### src/rtl/cfg_pkg.sv
package cfg_pkg;

  // Device register port geometry
  localparam int ADDR_W = 8;
  localparam int DATA_W = 32;

  // Register clock ceiling of the device
  localparam longint REG_CLK_MAX_HZ = 125_000_000;

  // Word addresses in the device register map; PCS registers as offsets from PCS_BASE
  localparam logic [7:0] PCS_BASE = 8'h80;
  localparam logic [7:0] CMD_CONFIG = 8'h02;
  localparam logic [7:0] PCS_CONTROL = 8'h00;
  localparam logic [7:0] AN_TIMER_LOW = 8'h12;
  localparam logic [7:0] AN_TIMER_HIGH = 8'h13;
  localparam logic [7:0] IF_MODE = 8'h14;

  // Auto-negotiation timer words: 1.6 ms for serial mode, 10 ms for 1000BASE-X
  localparam logic [15:0] TIMER_LOW_SERIAL = 16'h0D40;
  localparam logic [15:0] TIMER_HIGH_SERIAL = 16'h0003;
  localparam logic [15:0] TIMER_LOW_BASEX = 16'h12D0;
  localparam logic [15:0] TIMER_HIGH_BASEX = 16'h0013;

  // Interface mode values
  localparam logic [15:0] IF_MODE_SERIAL = 16'h0003;
  localparam logic [15:0] IF_MODE_BASEX = 16'h0000;

  // PCS control values
  localparam logic [15:0] PCS_CTRL_AN = 16'h1140;
  localparam logic [15:0] PCS_CTRL_RESET = 16'h9140;
  localparam int PCS_RESET_BIT = 15;

  // Command configuration bit positions
  localparam int CMD_SPEED_BIT = 3;
  localparam int CMD_HALF_DUPLEX_BIT = 10;
  localparam int CMD_ENA10_BIT = 25;

  // Device reset pulse length in cycles
  localparam logic [1:0] DEV_RESET_CYCLES = 2'h3;

  typedef enum logic [3:0] {
    S_IDLE = 4'h0,
    S_RESET = 4'h1,
    S_TLOW = 4'h3,
    S_THIGH = 4'h2,
    S_IFMODE = 4'h6,
    S_AN = 4'h7,
    S_PCSRST = 4'h5,
    S_POLL = 4'h4,
    S_CMDRD = 4'hC,
    S_CMDWR = 4'hD,
    S_DONE = 4'hF
  } seq_state_t;

  function automatic logic [7:0] pcs_addr(input logic [7:0] off);
    pcs_addr = 8'(PCS_BASE + off);
  endfunction

endpackage

### src/rtl/mac_pcs_config_port.sv
`timescale 1ns/100ps
// Functional notes
// Serial mode: timer words 0x0D40 and 0x03
// 1000BASE-X: timer words 0x12D0 and 0x13
// Serial mode: write 0x0003 to interface mode
// Device defaults interface mode to 1000BASE-X
// Write 0x1140 to enable auto-negotiation
// Write 0x9140, poll until reset bit clears
// Clear speed bit 3 and bit 25
// Half duplex reported: set bit 10
// Hold device reset at least three cycles
// Device derives rates from clock enables
// Data sampled on rising link clock edges
// Register clock at most 125 MHz
// Eight-bit word address, 32-bit data buses
// Device holds busy until access completes
// Separate write and read strobes from master
// Interface mode bit meanings in device
// Device clears MAC soft reset itself
// Read data valid when busy drops
// Master holds access stable while busy
module mac_pcs_config_port
  import cfg_pkg::*;
#(
  parameter longint CLK_HZ = 20_000_000
)(
  input wire logic clk,
  input wire logic rst_b,
  input wire logic start,
  input wire logic serial_mode,
  input wire logic half_duplex,
  output logic busy,
  output logic done,
  output logic dev_reset,
  output logic reg_wr,
  output logic reg_rd,
  output logic [ADDR_W-1:0] reg_addr,
  output logic [DATA_W-1:0] reg_data_in,
  input wire logic reg_busy,
  input wire logic [DATA_W-1:0] reg_data_out
);

  if (CLK_HZ > REG_CLK_MAX_HZ) begin : g_clk_check
    $error("register clock above device limit");
  end

  logic [1:0] rst_pipe;
  logic rst_sync_b;

  always_ff @(posedge clk or negedge rst_b) begin
    if (!rst_b) begin
      rst_pipe <= 2'h0;
    end else begin
      rst_pipe <= {rst_pipe[0], 1'b1};
    end
  end

  assign rst_sync_b = rst_pipe[1];

  typedef struct packed {
    seq_state_t state;
    logic [1:0] cnt;
    logic dev_reset;
    logic req;
    logic req_wr;
    logic [ADDR_W-1:0] req_addr;
    logic [DATA_W-1:0] req_data;
    logic pending;
    logic serial;
    logic half;
    logic busy;
    logic done;
  } seq_t;

  seq_t s;
  seq_t next_s;
  logic ack;
  logic [DATA_W-1:0] rdata;

  function automatic seq_t issue(input seq_t cur, input logic wr, input logic [7:0] addr,
                                 input logic [15:0] data);
    seq_t r;
    r = cur;
    r.req = 1'b1;
    r.req_wr = wr;
    r.req_addr = addr;
    r.req_data = {16'h0000, data};
    r.pending = 1'b1;
    issue = r;
  endfunction

  always_comb begin
    logic [DATA_W-1:0] cmd;
    cmd = rdata;
    next_s = s;
    next_s.req = 1'b0;
    case (s.state)
      S_IDLE, S_DONE: begin
        if (start) begin
          next_s.state = S_RESET;
          next_s.serial = serial_mode;
          next_s.half = half_duplex;
          next_s.cnt = 2'h0;
          next_s.dev_reset = 1'b1;
          next_s.done = 1'b0;
          next_s.busy = 1'b1;
        end
      end
      S_RESET: begin
        if (s.cnt == 2'(DEV_RESET_CYCLES - 2'h1)) begin
          next_s.dev_reset = 1'b0;
          next_s.state = S_TLOW;
        end else begin
          next_s.cnt = 2'(s.cnt + 2'h1);
        end
      end
      S_TLOW: begin
        if (!s.pending) begin
          next_s = issue(s, 1'b1, pcs_addr(AN_TIMER_LOW),
                         s.serial ? TIMER_LOW_SERIAL : TIMER_LOW_BASEX); // see R1
        end else if (ack) begin
          next_s.pending = 1'b0;
          next_s.state = S_THIGH;
        end
      end
      S_THIGH: begin
        if (!s.pending) begin
          next_s = issue(s, 1'b1, pcs_addr(AN_TIMER_HIGH),
                         s.serial ? TIMER_HIGH_SERIAL : TIMER_HIGH_BASEX); // see R1
        end else if (ack) begin
          next_s.pending = 1'b0;
          next_s.state = S_IFMODE;
        end
      end
      S_IFMODE: begin
        if (!s.pending) begin
          next_s = issue(s, 1'b1, pcs_addr(IF_MODE),
                         s.serial ? IF_MODE_SERIAL : IF_MODE_BASEX);
        end else if (ack) begin
          next_s.pending = 1'b0;
          next_s.state = S_AN;
        end
      end
      S_AN: begin
        if (!s.pending) begin
          next_s = issue(s, 1'b1, pcs_addr(PCS_CONTROL), PCS_CTRL_AN);
        end else if (ack) begin
          next_s.pending = 1'b0;
          next_s.state = S_PCSRST;
        end
      end
      S_PCSRST: begin
        if (!s.pending) begin
          next_s = issue(s, 1'b1, pcs_addr(PCS_CONTROL), PCS_CTRL_RESET);
        end else if (ack) begin
          next_s.pending = 1'b0;
          next_s.state = S_POLL;
        end
      end
      S_POLL: begin
        if (!s.pending) begin
          next_s = issue(s, 1'b0, pcs_addr(PCS_CONTROL), 16'h0000);
        end else if (ack) begin
          next_s.pending = 1'b0;
          if (!rdata[PCS_RESET_BIT]) begin
            next_s.state = S_CMDRD;
          end
        end
      end
      S_CMDRD: begin
        if (!s.pending) begin
          next_s = issue(s, 1'b0, CMD_CONFIG, 16'h0000);
        end else if (ack) begin
          cmd[CMD_SPEED_BIT] = 1'b0;
          cmd[CMD_ENA10_BIT] = 1'b0;
          cmd[CMD_HALF_DUPLEX_BIT] = s.half;
          next_s.req = 1'b1;
          next_s.req_wr = 1'b1;
          next_s.req_addr = CMD_CONFIG;
          next_s.req_data = cmd;
          next_s.state = S_CMDWR;
        end
      end
      S_CMDWR: begin
        if (ack) begin
          next_s.pending = 1'b0;
          next_s.state = S_DONE;
          next_s.busy = 1'b0;
          next_s.done = 1'b1;
        end
      end
      default: begin
        next_s = '0;
      end
    endcase
  end

  always_ff @(posedge clk or negedge rst_sync_b) begin
    if (!rst_sync_b) begin
      s <= '0;
    end else begin
      s <= next_s;
    end
  end

  reg_access u_access (
    .clk(clk),
    .rst_sync_b(rst_sync_b),
    .req(s.req),
    .req_wr(s.req_wr),
    .req_addr(s.req_addr),
    .req_data(s.req_data),
    .ack(ack),
    .rdata(rdata),
    .reg_wr(reg_wr),
    .reg_rd(reg_rd),
    .reg_addr(reg_addr),
    .reg_data_in(reg_data_in),
    .reg_busy(reg_busy),
    .reg_data_out(reg_data_out)
  );

  assign busy = s.busy;
  assign done = s.done;
  assign dev_reset = s.dev_reset;
endmodule

### src/rtl/reg_access.sv
`timescale 1ns/100ps
module reg_access
  import cfg_pkg::*;
(
  input wire logic clk,
  input wire logic rst_sync_b,
  input wire logic req,
  input wire logic req_wr,
  input wire logic [ADDR_W-1:0] req_addr,
  input wire logic [DATA_W-1:0] req_data,
  output logic ack,
  output logic [DATA_W-1:0] rdata,
  output logic reg_wr,
  output logic reg_rd,
  output logic [ADDR_W-1:0] reg_addr,
  output logic [DATA_W-1:0] reg_data_in,
  input wire logic reg_busy,
  input wire logic [DATA_W-1:0] reg_data_out
);

  typedef struct packed {
    logic wr;
    logic rd;
    logic [ADDR_W-1:0] addr;
    logic [DATA_W-1:0] wdata;
    logic ack;
    logic [DATA_W-1:0] rdata;
  } acc_t;

  acc_t s;
  acc_t next_s;

  always_comb begin
    next_s = s;
    next_s.ack = 1'b0;
    if (!s.wr && !s.rd) begin
      if (req) begin
        // Only one strobe per access
        next_s.wr = req_wr;
        next_s.rd = !req_wr;
        next_s.addr = req_addr;
        next_s.wdata = req_data;
      end
    end else if (!reg_busy) begin
      // Access ends in the first cycle without busy
      next_s.wr = 1'b0;
      next_s.rd = 1'b0;
      next_s.ack = 1'b1;
      if (s.rd) begin
        next_s.rdata = reg_data_out;
      end
    end
    // Strobes, address and data held while busy
  end

  always_ff @(posedge clk or negedge rst_sync_b) begin
    if (!rst_sync_b) begin
      s <= '0;
    end else begin
      s <= next_s;
    end
  end

  assign reg_wr = s.wr;
  assign reg_rd = s.rd;
  assign reg_addr = s.addr;
  assign reg_data_in = s.wdata;
  assign ack = s.ack;
  assign rdata = s.rdata;
endmodule

### config.mk
export PLATFORM = sky130hd
export DESIGN_NAME = mac_pcs_config_port
export DESIGN_NICKNAME = d
export VERILOG_FILES = /design/src/rtl/cfg_pkg.sv /design/src/rtl/mac_pcs_config_port.sv /design/src/rtl/reg_access.sv
export SDC_FILE = /design/constraint.sdc
export NUM_CORES = 1
export LEC_CHECK = 0
export BUFFER_PORTS_ARGS = -buffer_cell sky130_fd_sc_hd__buf_4
export CAP_MARGIN = 40
export CORE_ASPECT_RATIO = 1.4
export CORE_MARGIN = 4
export CORE_UTILIZATION = 24
export DETAILED_ROUTE_END_ITERATION = 8
export GPL_TIMING_DRIVEN = 0
export HOLD_SLACK_MARGIN = 0.05
export PLACE_DENSITY = 0.37
export SYNTH_ARGS = -nofsm -noshare
export SYNTH_HDL_FRONTEND = slang
export SYNTH_SLANG_ARGS = --single-unit
### constraint.sdc
create_clock -name clk -period 5.2 [get_ports clk]
set_clock_uncertainty 0.05 [all_clocks]
set_input_delay 0.26 -clock clk [delete_from_list [all_inputs] [get_ports clk]]
set_output_delay 0.26 -clock clk [all_outputs]
set_load 0.005 [all_outputs]
Word level (Yosys, flattened, before mapping)
Index checks and enable logic that the tools add are counted.
{ "word_totals": {"in_bits": 38, "regBits": 131} }
{ "op_classes": {"addsub": 1, "reduce_logical": 22, "bitwise_logic": 13, "n_eq_ne": 39, "n_mux": 48} }
{ "op_table": {"columns": ["op", "n"], "rows": [
  ["two-way mux 42 bit", 9],
  ["one-hot mux 42 bit (8 select lines)", 1],
  ["two-way mux 4 bit", 18],
  ["two-way mux 33 bit", 2],
  ["one-hot mux 4 bit (10 select lines)", 1],
  ["!= test 2 bit, second input constant", 18],
  ["two-way mux 32 bit", 1],
  ["one-hot mux 3 bit (9 select lines)", 1],
  ["!= test 2 x 1 -> 1 bit, second input constant", 9],
  ["AND reduction 18 bit", 1],
  ["AND reduction 9 bit", 2],
  ["equality test 4 x 3 -> 1 bit, second input constant", 4],
  ["two-way mux 13 bit", 1],
  ["inverter 1 bit", 13],
  ["equality test 4 bit, second input constant", 3],
  ["two-way mux 2 bit", 5],
  ["OR reduction 9 bit", 1],
  ["equality test 4 x 2 -> 1 bit, second input constant", 2],
  ["AND reduction 2 bit", 4],
  ["AND reduction 8 bit", 1],
  ["OR reduction 8 bit", 1],
  ["two-way mux 7 bit", 1],
  ["one-hot mux 2 bit (3 select lines)", 1],
  ["AND reduction 3 bit", 2],
  ["15 further kinds", 21]
]} }

Depth between registers and ports, before layout
Gate-level depths: netlist of run 1.
{ "depth": {"ltp_word": 4, "depth_mapped": 6} }

Modules after synthesis
From an unflattened synthesis of run 1, not the netlist that was laid out.
{ "hier_totals": {"cells_unflattened": 372, "hier_area_um2": 5293.8} }
{ "modules_own_cells": {"columns": ["module", "area_per_inst_um2", "cells_per_inst", "instances"], "rows": [
  ["reg_access", 2989.1, 165, 1],
  ["mac_pcs_config_port", 2304.7, 207, 1]
]} }

Worst setup path after synthesis of run 1
Ideal clock, no wire load.
{ "synth_timing": {"path_type": "reg2reg", "from": "register s[50] in the netlist's numbering", "to": "register s, in the netlist done", "setup_ns": 0.128, "slack_ns": 3.599, "arrival_time_ns": 1.424, "period_less_slack_ns": 1.601, "path_stages_with_launch": 6, "cell_sequence": "dfrtp_1 or2_0 buf_2 o31a_1 o21ai_1 mux2_1"} }
{ "synth_via": {"elab_chain_len": 4} }
{ "synth_lines": {"columns": ["element", "line", "text"], "rows": [
  ["start: declaration", "mac_pcs_config_port.sv:75", "seq_t s;"],
  ["start signal: assignment", "mac_pcs_config_port.sv:202", "s <= next_s;"],
  ["equality test 4 bit (tied with other cells)", "mac_pcs_config_port.sv:97", "case (s.state)"],
  ["OR reduction 2 bit or OR reduction 8 bit (tied branches)", null, null],
  ["!= test 2 bit (no source line) or inverter 1 bit (tied branches)", null, null],
  ["AND reduction 3 bit (no source line)", null, null]
]} }
Several ways; a longest one is shown, not always the timed one.
A chain may end at the register's enable or synchronous reset.

Worst setup path after layout of run 1
{ "layout_timing": {"from": "input reg_busy", "to": "register u_access.s, in the netlist u_access.rdata[23]"} }
{ "layout_via": {"elab_chain_len": 2} }
{ "layout_lines": {"columns": ["element", "line", "text"], "rows": [
  ["start: declaration", "mac_pcs_config_port.sv:39", "input wire logic reg_busy,"],
  ["inverter 1 bit (no source line)", null, null],
  ["AND reduction 3 bit (no source line)", null, null],
  ["end signal: assignment", "reg_access.sv:60", "s <= next_s;"],
  ["end: declaration", "reg_access.sv:30", "acc_t s;"]
]} }
Every way passes these cells.

==> impl_metrics.tcl, run 1 <==
set metrics [dict create \
    status "complete, no violations" \
    fin_area_um2 6758 \
    grt_usage 0.1166 \
    insertion_delay_ps 410 \
    grt_setup_unrepaired "false" \
    dr.pass1.iters 4 \
    cts_tree "done" \
    antenna_found_initial 0 \
    vias 3331 \
    dp_hpwl_mm 8.731 \
    worst_slew_pin_slew_ps 775.5 \
    port_buffers 73 \
    muxShareOfSynthArea 0.1665 \
    grt_overflow 0 \
    cts_buffer_depth 2 \
    yosys.area_share.xor_xnor 0 \
    max_freq_mhz 524.2 \
    leakagePower_nw 3.238 \
    die_area_um2 22790 \
    postSynthCellCount 355 \
    finalSetupTns_ps 0 \
    synthAdderAreaFrac 0.002554 \
    ys_types 52 \
    antenna_left 0 \
    n_fill_cell 2038 \
    synth_edf_count 0 \
    r2r-end "u_access.reg_data_in[15]" \
    drive_above_1_share 0.4165 \
    num-nets-final 524 \
    clkTransAtPathRegs_ps 60 \
    synth-compound-area-share 0.1290 \
    ys.warnings.count 0 \
    cp_max_fo 10 \
    root_buffer "clkbuf_16" \
    synthSimpleGateAreaFrac 0.05006 \
    grt_pass1_vias 3478 \
    hp-class "input port to asynchronous set/reset pin" \
    detail_route.iter0.violations 218 \
    start_util 0.2450 \
    powerDensity_nw_per_um2 560.6 \
    coreArea_um2 20000 \
    postSynth.asyncResetShare 1.000 \
    finalHoldViolations 0 \
    fin_crit_sh 0.3669 \
    synth_seq_cells 118 \
    maxCapViolCount 0 \
    via_per_inst 4.447 \
    worstSetupEndpointType "register" \
    grt_first_pass_wirelength_mm 20.00 \
    final_cells 749 \
    syn_area_um2 4898 \
    wire_per_inst_um 16.93 \
    cts_sinks 118 \
    final-max-slew-violation-count 0 \
    placed_cells 685 \
    route.detailed.drc 0 \
    relSlewSlack 0.4830 \
    start_kind "input port" \
    dieWidth_um 128.7 \
    critPathArrivalTime_ps 2150 \
    n_antenna_cell 0 \
    setup_viol 0 \
    r2r-start "u_access.reg_wr" \
    critPathKind "input port to register" \
    peakVddDrop_mv 0.2057 \
    r2r_slack_ps 3340 \
    synth_ff_type "dfrtp_1" \
    rr_worst_depth 5 \
    routed_wirelength_mm 12.68 \
    die_height_um 177.0 \
    required_ps 5440 \
    period_minus_slack_ps 1908 \
    yosysSeqAreaShare 0.6028 \
    core.rowCount 61 \
    numCtsBuffers 17 \
    grt_max_degree 65 \
    htreeDepth 4 \
    ioPinCount 83 \
    syn2layout_area_growth_pct 37.96 \
    place_congestion 0.7889 \
    syn_avg_cell_area_um2 13.80 \
    synth_top_family_by_area "multiplexers" \
    placedInstanceArea_um2 5808 \
]
## cells by family (layout without fill, tap and decap cells)
group           Yosys count  in the layout
compound gates           75             75
fa+ha+maj                 1              1
buf+inv                  39            177
flops                   118            118
mux                      73             73
other cells               2              6
simple gates             47             47
## flip-flops by register name, summed over array words and instances (netlist names), 2 cells and up
register	count
s	46
u_access.reg_data_in	30
u_access.rdata	29
u_access.reg_addr	5
rst_pipe	2
## synthesized netlist by cell type (all sizes together), types with 3 or more instances
| library cell | count | area, um^2 |
|---|---|---|
| dfrtp | 118 | 2953 |
| a21oi | 11 | 55.05 |
| mux2i | 5 | 50.05 |
| nor2 | 14 | 55.06 |
| nand2 | 12 | 45.04 |
| inv | 9 | 33.78 |
| a22o | 23 | 201.4 |
| o22ai | 3 | 32.53 |
| nor3 | 8 | 56.31 |
| o21ai | 5 | 25.02 |
| a221o | 13 | 130.1 |
| mux2 | 68 | 765.7 |
| a21o | 4 | 30.03 |
| buf | 28 | 191.4 |
## where the power goes
part           internal (mW)  switching [mW]
Sequential              1.25           0.195
Clock                  0.814           0.405
Combinational          0.597           0.526
## worst max-delay path, stage by stage
cell and delay, ps:
dlygate4sd3_1 530, buf_4 150, nor2b_1 160, buf_2 310, buf_2 350, mux2_2 370
## final cells by class
class / count / area, um^2 / area share
Clock buffer: 24 / 501.7 / 0.07425
Timing Repair Buffer: 107 / 905.9 / 0.1340
Sequential cell: 118 / 2957 / 0.4375
Clock inverter: 7 / 117.6 / 0.01740
Tap cell: 252 / 315.3 / 0.04666
Inverter: 10 / 37.54 / 0.005555
Multi-Input combinational cell: 202 / 1728 / 0.2557
Buffer: 29 / 195.2 / 0.02888
## layout by cell type, fill, tap and decap left out, drive strengths merged, types with 2 or more instances in the layout
| cell type | count |
|---|---|
| o22ai | 3 |
| a2bb2oi | 2 |
| clkinvlp | 3 |
| a31oi | 2 |
| dfrtp | 118 |
| a211o | 2 |
| a22oi | 2 |
| a221o | 13 |
| o21ai | 5 |
| a21oi | 11 |
| mux2 | 68 |
| conb | 6 |
| buf | 102 |
| nor2b | 2 |
| nand3 | 2 |
| nand2 | 12 |
| a22o | 23 |
| clkinv | 2 |
| nor2 | 14 |
| inv | 9 |
| clkbuf | 25 |
| a32oi | 2 |
| dlygate4sd3 | 33 |
| mux2i | 5 |
| nor3 | 8 |
| bufinv | 3 |
| a21o | 4 |
## per-stage QoR
stage	hold WS, ps	util	setup slack (ps)	power [mW]
2_1_floorplan	-85.59	-	1619	2.162
3_3_place_gp	-5.864	0.2889	3.206	2.572
3_5_place_dp	-5.397	0.2905	3303	2.592
4_1_cts	91.30	0.3379	3266	3.863
5_1_grt	104.8	0.3379	3205	4.029
6_report	112.1	0.3379	3292	3.788
## timing repair
| action | in CTS | in global routing |
|---|---|---|
| endpoints found under the hold margin | 35 | 0 |
| resized for setup | 0 | 0 |
| hold buffers | 33 | 0 |
| setup buffers | 0 | 0 |
## how the worst max path moves through the flow
stage | startpoint | end | slack [ps] | cells after the start
finish | reg_busy | u_access.rdata[23] | 3290 | 6
global route | u_access.reg_rd | u_access.reg_data_in[14] | 3200 | 5
CTS | reg_busy | u_access.rdata[23] | 3270 | 6
detailed placement | u_access.reg_wr | u_access.reg_data_in[13] | 3300 | 5
global placement | rst_pipe[1] | u_access.reg_data_in[17] | 3 | 0
floorplan | rst_pipe[1] | busy | 1620 | 0
## layer usage
metal / vias to the layer above / track usage / share of wire
li1: 1545 / - / -
met1: 1697 / 0.1399 / 0.42
met2: 76 / 0.1996 / 0.52
met3: 13 / 0.03351 / 0.043
met4: 0 / 0.03809 / 0.013
met5: - / 0 / 0
No activity file was read; power rests on OpenSTA's default activity.
==> run 2, diff against run 1 <==
Settings changed: PLACE_DENSITY 0.37 to 0.38.
Clock period 5.2 ns to 1.6 ns, I/O delays scaled along.
==> impl_metrics.tcl, run 2 (same netlist as run 1, synthesis figures left out) <==
set metrics [dict create \
    status "complete, but fails checks" \
    violations "negative setup slack" \
    powerDensity_nw_per_um2 1779 \
    wire_per_inst_um 17.21 \
    max_freq_mhz 603.6 \
    final_util 0.3625 \
    multi_input_area_um2 1873 \
    required_ps 1850 \
    cp_slowest_cell "dfrtp_1" \
    grt_usage 0.1211 \
    layout_setup_ws_ps -56.69 \
    htreeDepth 4 \
    ioPinCount 83 \
    core.rowCount 61 \
    worstSetupEndpointType "register" \
    dp_hpwl_mm 8.873 \
    cp_max_fo 5 \
    final-max-slew-violation-count 0 \
    fin_area_um2 7248 \
    die_area_um2 22790 \
    start_util 0.2450 \
    grt_overflow 0 \
    fin_crit_sh 1.035 \
    num-nets-final 550 \
    hp-start "rst_pipe[0]" \
    period_minus_slack_ps 1657 \
    power_mw 12.89 \
    pre_cts_slack_ps -335.5 \
    peakVddDrop_mv 0.7796 \
    leakagePower_nw 3.416 \
    maxCapViolCount 0 \
    route.detailed.drc 0 \
    dieWidth_um 128.7 \
    slowest_delay_ps 380 \
    numCtsBuffers 17 \
    setup_viol 19 \
    cts_buffer_depth 2 \
    cts_tree "done" \
    routed_wirelength_mm 13.32 \
    insertion_delay_ps 410 \
    critPathKind "register to register" \
    cts_sinks 118 \
    r2r-end "done" \
    antenna_found_initial 0 \
    final_common_cell "dfrtp_1" \
    register_area_um2 2959 \
    rr_worst_depth 5 \
    root_buffer "clkbuf_16" \
    grt_setup_unrepaired "true" \
    n_fill_cell 1995 \
    dr.pass1.iters 4 \
    clkTransAtPathRegs_ps 50 \
    vias 3489 \
    grt_pass1_vias 3564 \
    relSlewSlack 0.4922 \
    grt_first_pass_wirelength_mm 20.78 \
    hp-class "register to register" \
    coreArea_um2 20000 \
    drive_above_1_share 0.4923 \
    n_antenna_cell 0 \
    antenna_left 0 \
    die_height_um 177.0 \
    placedInstanceArea_um2 5811 \
    r2r-start "s[51]" \
    syn2layout_area_growth_pct 47.97 \
    place_congestion 0.8233 \
    hold_slack_ps 299.1 \
    grt_max_degree 64 \
    hold_path_end "rst_pipe[1]" \
    final_cell_mix "dfrtp_1 (115), buf_4 (97), mux2_2 (64)" \
    path_cells "or2_1 > buf_6 > o31a_1 > o21ai_1 > mux2_1" \
    start_kind "register" \
    r2r_slack_ps -60 \
    holdPathStages 0 \
    largest_reg_flops 46 \
    worst_slew_pin_slew_ps 761.7 \
    finalHoldViolations 0 \
    critPathArrivalTime_ps 1900 \
    max_flop_register "s" \
    via_per_inst 4.508 \
    port_buffers 73 \
    detail_route.iter0.violations 174 \
]
==> run 2: cell count changes in the layout (fill, tap and decap cells not counted), sizes merged <==
cell | before | now
clkinvlp | 3 | 4
bufinv | 3 | 1
buf | 102 | 124
clkinv | 2 | 6
inv | 9 | 8
clkbuf | 25 | 24
dlygate4sd3 | 33 | 35
==> run 2: layout make-up <==
class | instances | area share
Buffer | 27 | 0.03832
Clock buffer | 21 | 0.06629
Clock inverter | 9 | 0.01070
Inverter | 10 | 0.006732
Multi-Input combinational cell | 202 | 0.2584
Sequential cell | 118 | 0.4083
Tap cell | 252 | 0.04350
Timing Repair Buffer | 135 | 0.1678
==> run 2: critical path, delay by kind of cell, from the launching register on <==
family,cells,cell delay [ps]
AO/OA/AOI/OAI,2,390
buffers and inverters,1,140
multiplexers,1,330
flip-flops,1,380
AND/OR/NAND/NOR,1,240
==> run 2: worst max path at each step <==
stage                     startpoint    end  slack, ps  cells after the start
after floorplan                s[50]   done          2                      5
after global placement         s[51]  s[37]       -330                      6
after detailed placement       s[51]  s[37]       -340                      6
after CTS                      s[50]   done       -100                      5
after global routing           s[51]   done       -110                      5
final                          s[51]   done        -60                      5
==> run 2: per-layer routing <==
layer	vias to the layer above	part of all wire	global-route usage
li1	1622	-	-
met1	1772	0.42	0.1503
met2	75	0.53	0.2035
met3	20	0.040	0.03231
met4	0	0.015	0.03940
met5	-	0	0
==> run 2: metrics by stage <==
| stage | TNS [ps] | instances |
|---|---|---|
| 2_1_floorplan | 0 | 359 |
| 3_3_place_gp | -39400 | 684 |
| 3_5_place_dp | -16640 | 685 |
| 4_1_cts | -1090 | 766 |
| 5_1_grt | -2987 | 774 |
| 6_report | -254.9 | 774 |
==> run 2: repair_timing <==
action,CTS,global route
pin swaps,19,16
cloned,1,1
gates resized for setup,52,26
endpoints found under the hold margin,38,0
setup buffers,16,8
endpoints found under the setup margin,78,82
hold buffers,35,0
==> run 2: power breakdown <==
group	switching [mW]	internal [mW]	leakage [nW]
Combinational	2.01	2.57	1.61
Sequential	0.656	4.07	1.53
Clock	1.33	2.26	0.272
Total	4.00	8.90	3.42
==> run 3, diff against run 2 <==
Settings changed: ABC_AREA set to 1.
==> impl_metrics.tcl, run 3 <==
set metrics [dict create \
    vias 3761 \
    postSynthCellCount 482 \
    cts_tree "done" \
    relSlewSlack 0.6592 \
    syn2layout_area_growth_pct 45.16 \
    coreArea_um2 20070 \
    yosysSeqAreaShare 0.5981 \
    port_buffers 74 \
    antenna_left 0 \
    via_per_inst 4.216 \
    htreeDepth 4 \
    n_antenna_cell 0 \
    ys_types 33 \
    insertion_delay_ps 400 \
    grt_overflow 0 \
    placed_cells 814 \
    synth_seq_cells 118 \
    synth_top_area_frac 0.5981 \
    max_flop_register "s" \
    fin_area_um2 7167 \
    dieWidth_um 129.2 \
    critPathArrivalTime_ps 1800 \
    clkTransAtPathRegs_ps 50 \
    syn_avg_cell_area_um2 10.24 \
    final_cells 892 \
    cp_max_fo 7 \
    numCtsBuffers 17 \
    yosys.area.top_type "dfrtp_1" \
    synth_edf_count 0 \
    peakVddDrop_mv 0.7491 \
    required_ps 1840 \
    critPathKind "register to register" \
    synth_common_cells "dfrtp_1 (118), nand2_1 (103), inv_1 (46)" \
    grt_first_pass_wirelength_mm 20.78 \
    syn_area_um2 4937 \
    dr.pass1.iters 4 \
    worstSetupEndpointType "register" \
    yosys.area_share.xor_xnor 0 \
    die_area_um2 22960 \
    final_common_cell "dfrtp_1" \
    cts_sinks 118 \
    postSynth.asyncResetShare 1.000 \
    cts_buffer_depth 2 \
    synth_ff_type "dfrtp_1" \
    final_cell_mix "dfrtp_1 (114), nand2_1 (96), buf_4 (87)" \
    finalSetupTns_ps 0 \
    period_minus_slack_ps 1568 \
    wire_per_inst_um 14.73 \
    ioPinCount 83 \
    core.rowCount 61 \
    start_util 0.2460 \
    grt_pass1_vias 3931 \
    setup_viol 0 \
    largest_reg_flops 46 \
    synth.area.top_cells "dfrtp_1 (60%), nand2_1 (7.8%), mux2_2 (6.4%)" \
    start_kind "register" \
    grt_usage 0.1190 \
    dp_hpwl_mm 9.257 \
    detail_route.iter0.violations 94 \
    synthMostInstantiatedCell "dfrtp_1" \
    num-nets-final 666 \
    muxShareOfSynthArea 0.06386 \
    ys.warnings.count 0 \
    maxCapViolCount 0 \
    routed_wirelength_mm 13.14 \
    multi_input_area_um2 1778 \
    route.detailed.drc 0 \
    placedInstanceArea_um2 5874 \
    status "complete, no violations" \
    fin_crit_sh 0.9800 \
    drive_above_1_share 0.3531 \
    final-max-slew-violation-count 0 \
    powerDensity_nw_per_um2 1904 \
    worst_slew_pin_slew_ps 511.2 \
    grt_setup_unrepaired "true" \
    grt_max_degree 53 \
    leakagePower_nw 3.429 \
    max_freq_mhz 637.8 \
    die_height_um 177.7 \
    place_congestion 0.8102 \
    register_area_um2 2960 \
    synth-compound-area-share 0.1143 \
    root_buffer "clkbuf_16" \
    synthSimpleGateAreaFrac 0.1521 \
    synthAdderAreaFrac 0.002534 \
    antenna_found_initial 0 \
    n_fill_cell 2049 \
    finalHoldViolations 0 \
    hp-class "register to asynchronous set/reset pin" \
    synth_top_family_by_area "simple AND/OR/NAND/NOR gates" \
]
[run 3: through the flow]
step / setup slack (ps) / util / total power, mW / hold slack, ps
2_1_floorplan: 162.4 / - / 7.117 / -265.6
3_3_place_gp: -207.2 / 0.2903 / 8.522 / -186.9
3_5_place_dp: -110.4 / 0.2927 / 8.601 / -185.8
4_1_cts: -16.68 / 0.3445 / 13.01 / 226.1
5_1_grt: -40.98 / 0.3570 / 14.54 / 256.1
6_report: 32.00 / 0.3570 / 13.65 / 203.2
[run 3: what timing repair did]
item | 4_1_cts | 5_1_grt
pin swaps | 1 | 9
cloned | 0 | 2
resized for setup | 11 | 44
setup endpoints to repair | 39 | 52
buffers inserted | 1 | 8
hold buffers | 35 | 0
endpoints found under the hold margin | 38 | 0
[run 3: kinds of logic after synthesis]
kind of cell               count (synthesis)
DFF                                      118
buffers and inverters                     74
AOI/OAI and AO/OA                         95
other                                      2
muxes                                     28
and+or+nand+nor                          164
adders and majority gates                  1
[run 3: cell type report]
class | instances | share of cell area
Sequential cell | 118 | 0.4131
Multi-Input combinational cell | 294 | 0.2481
Timing Repair Buffer | 122 | 0.1500
Clock buffer | 24 | 0.07001
Tap cell | 252 | 0.04399
Inverter | 52 | 0.02898
Buffer | 22 | 0.02601
Clock inverter | 8 | 0.01990
[run 3: layer usage]
metal / track usage / up-vias / share of wire / routed length [um]
met5: 0 / - / 0 / 0
met2: 0.2072 / 62 / 0.54 / 7047
met1: 0.1398 / 1840 / 0.41 / 5434
met3: 0.03011 / 12 / 0.035 / 459
met4: 0.04466 / 0 / 0.015 / 200
li1: - / 1847 / - / -
[run 3: power breakdown]
group / internal, mW / total, mW / switching [mW]
clock network: 2.81 / 4.10 / 1.29
registers: 3.87 / 4.41 / 0.548
logic: 2.30 / 5.13 / 2.83
[run 3: critical path: stages (launching register included)]
cell	delay, ps
dfrtp_2	490
nand2_4	130
inv_6	60
nand2_4	90
nand3_4	110
nor2_8	270
clkbuf_16	210
o21ai_2	50
[run 3: worst paths after layout]
kind,endpoint,startpoint,cells past startpoint,slack [ps]
setup / recovery,s[6],s[53],7,30
hold / removal,u_access.rdata[13],rst_pipe[1],0,200
setup reg to reg,s[6],s[53],7,30
hold reg to reg,u_access.rdata[13],rst_pipe[1],0,200
max in group asynchronous,u_access.reg_addr[4],rst_pipe[1],2,410
min in group clk,rst_pipe[1],rst_pipe[0],0,300
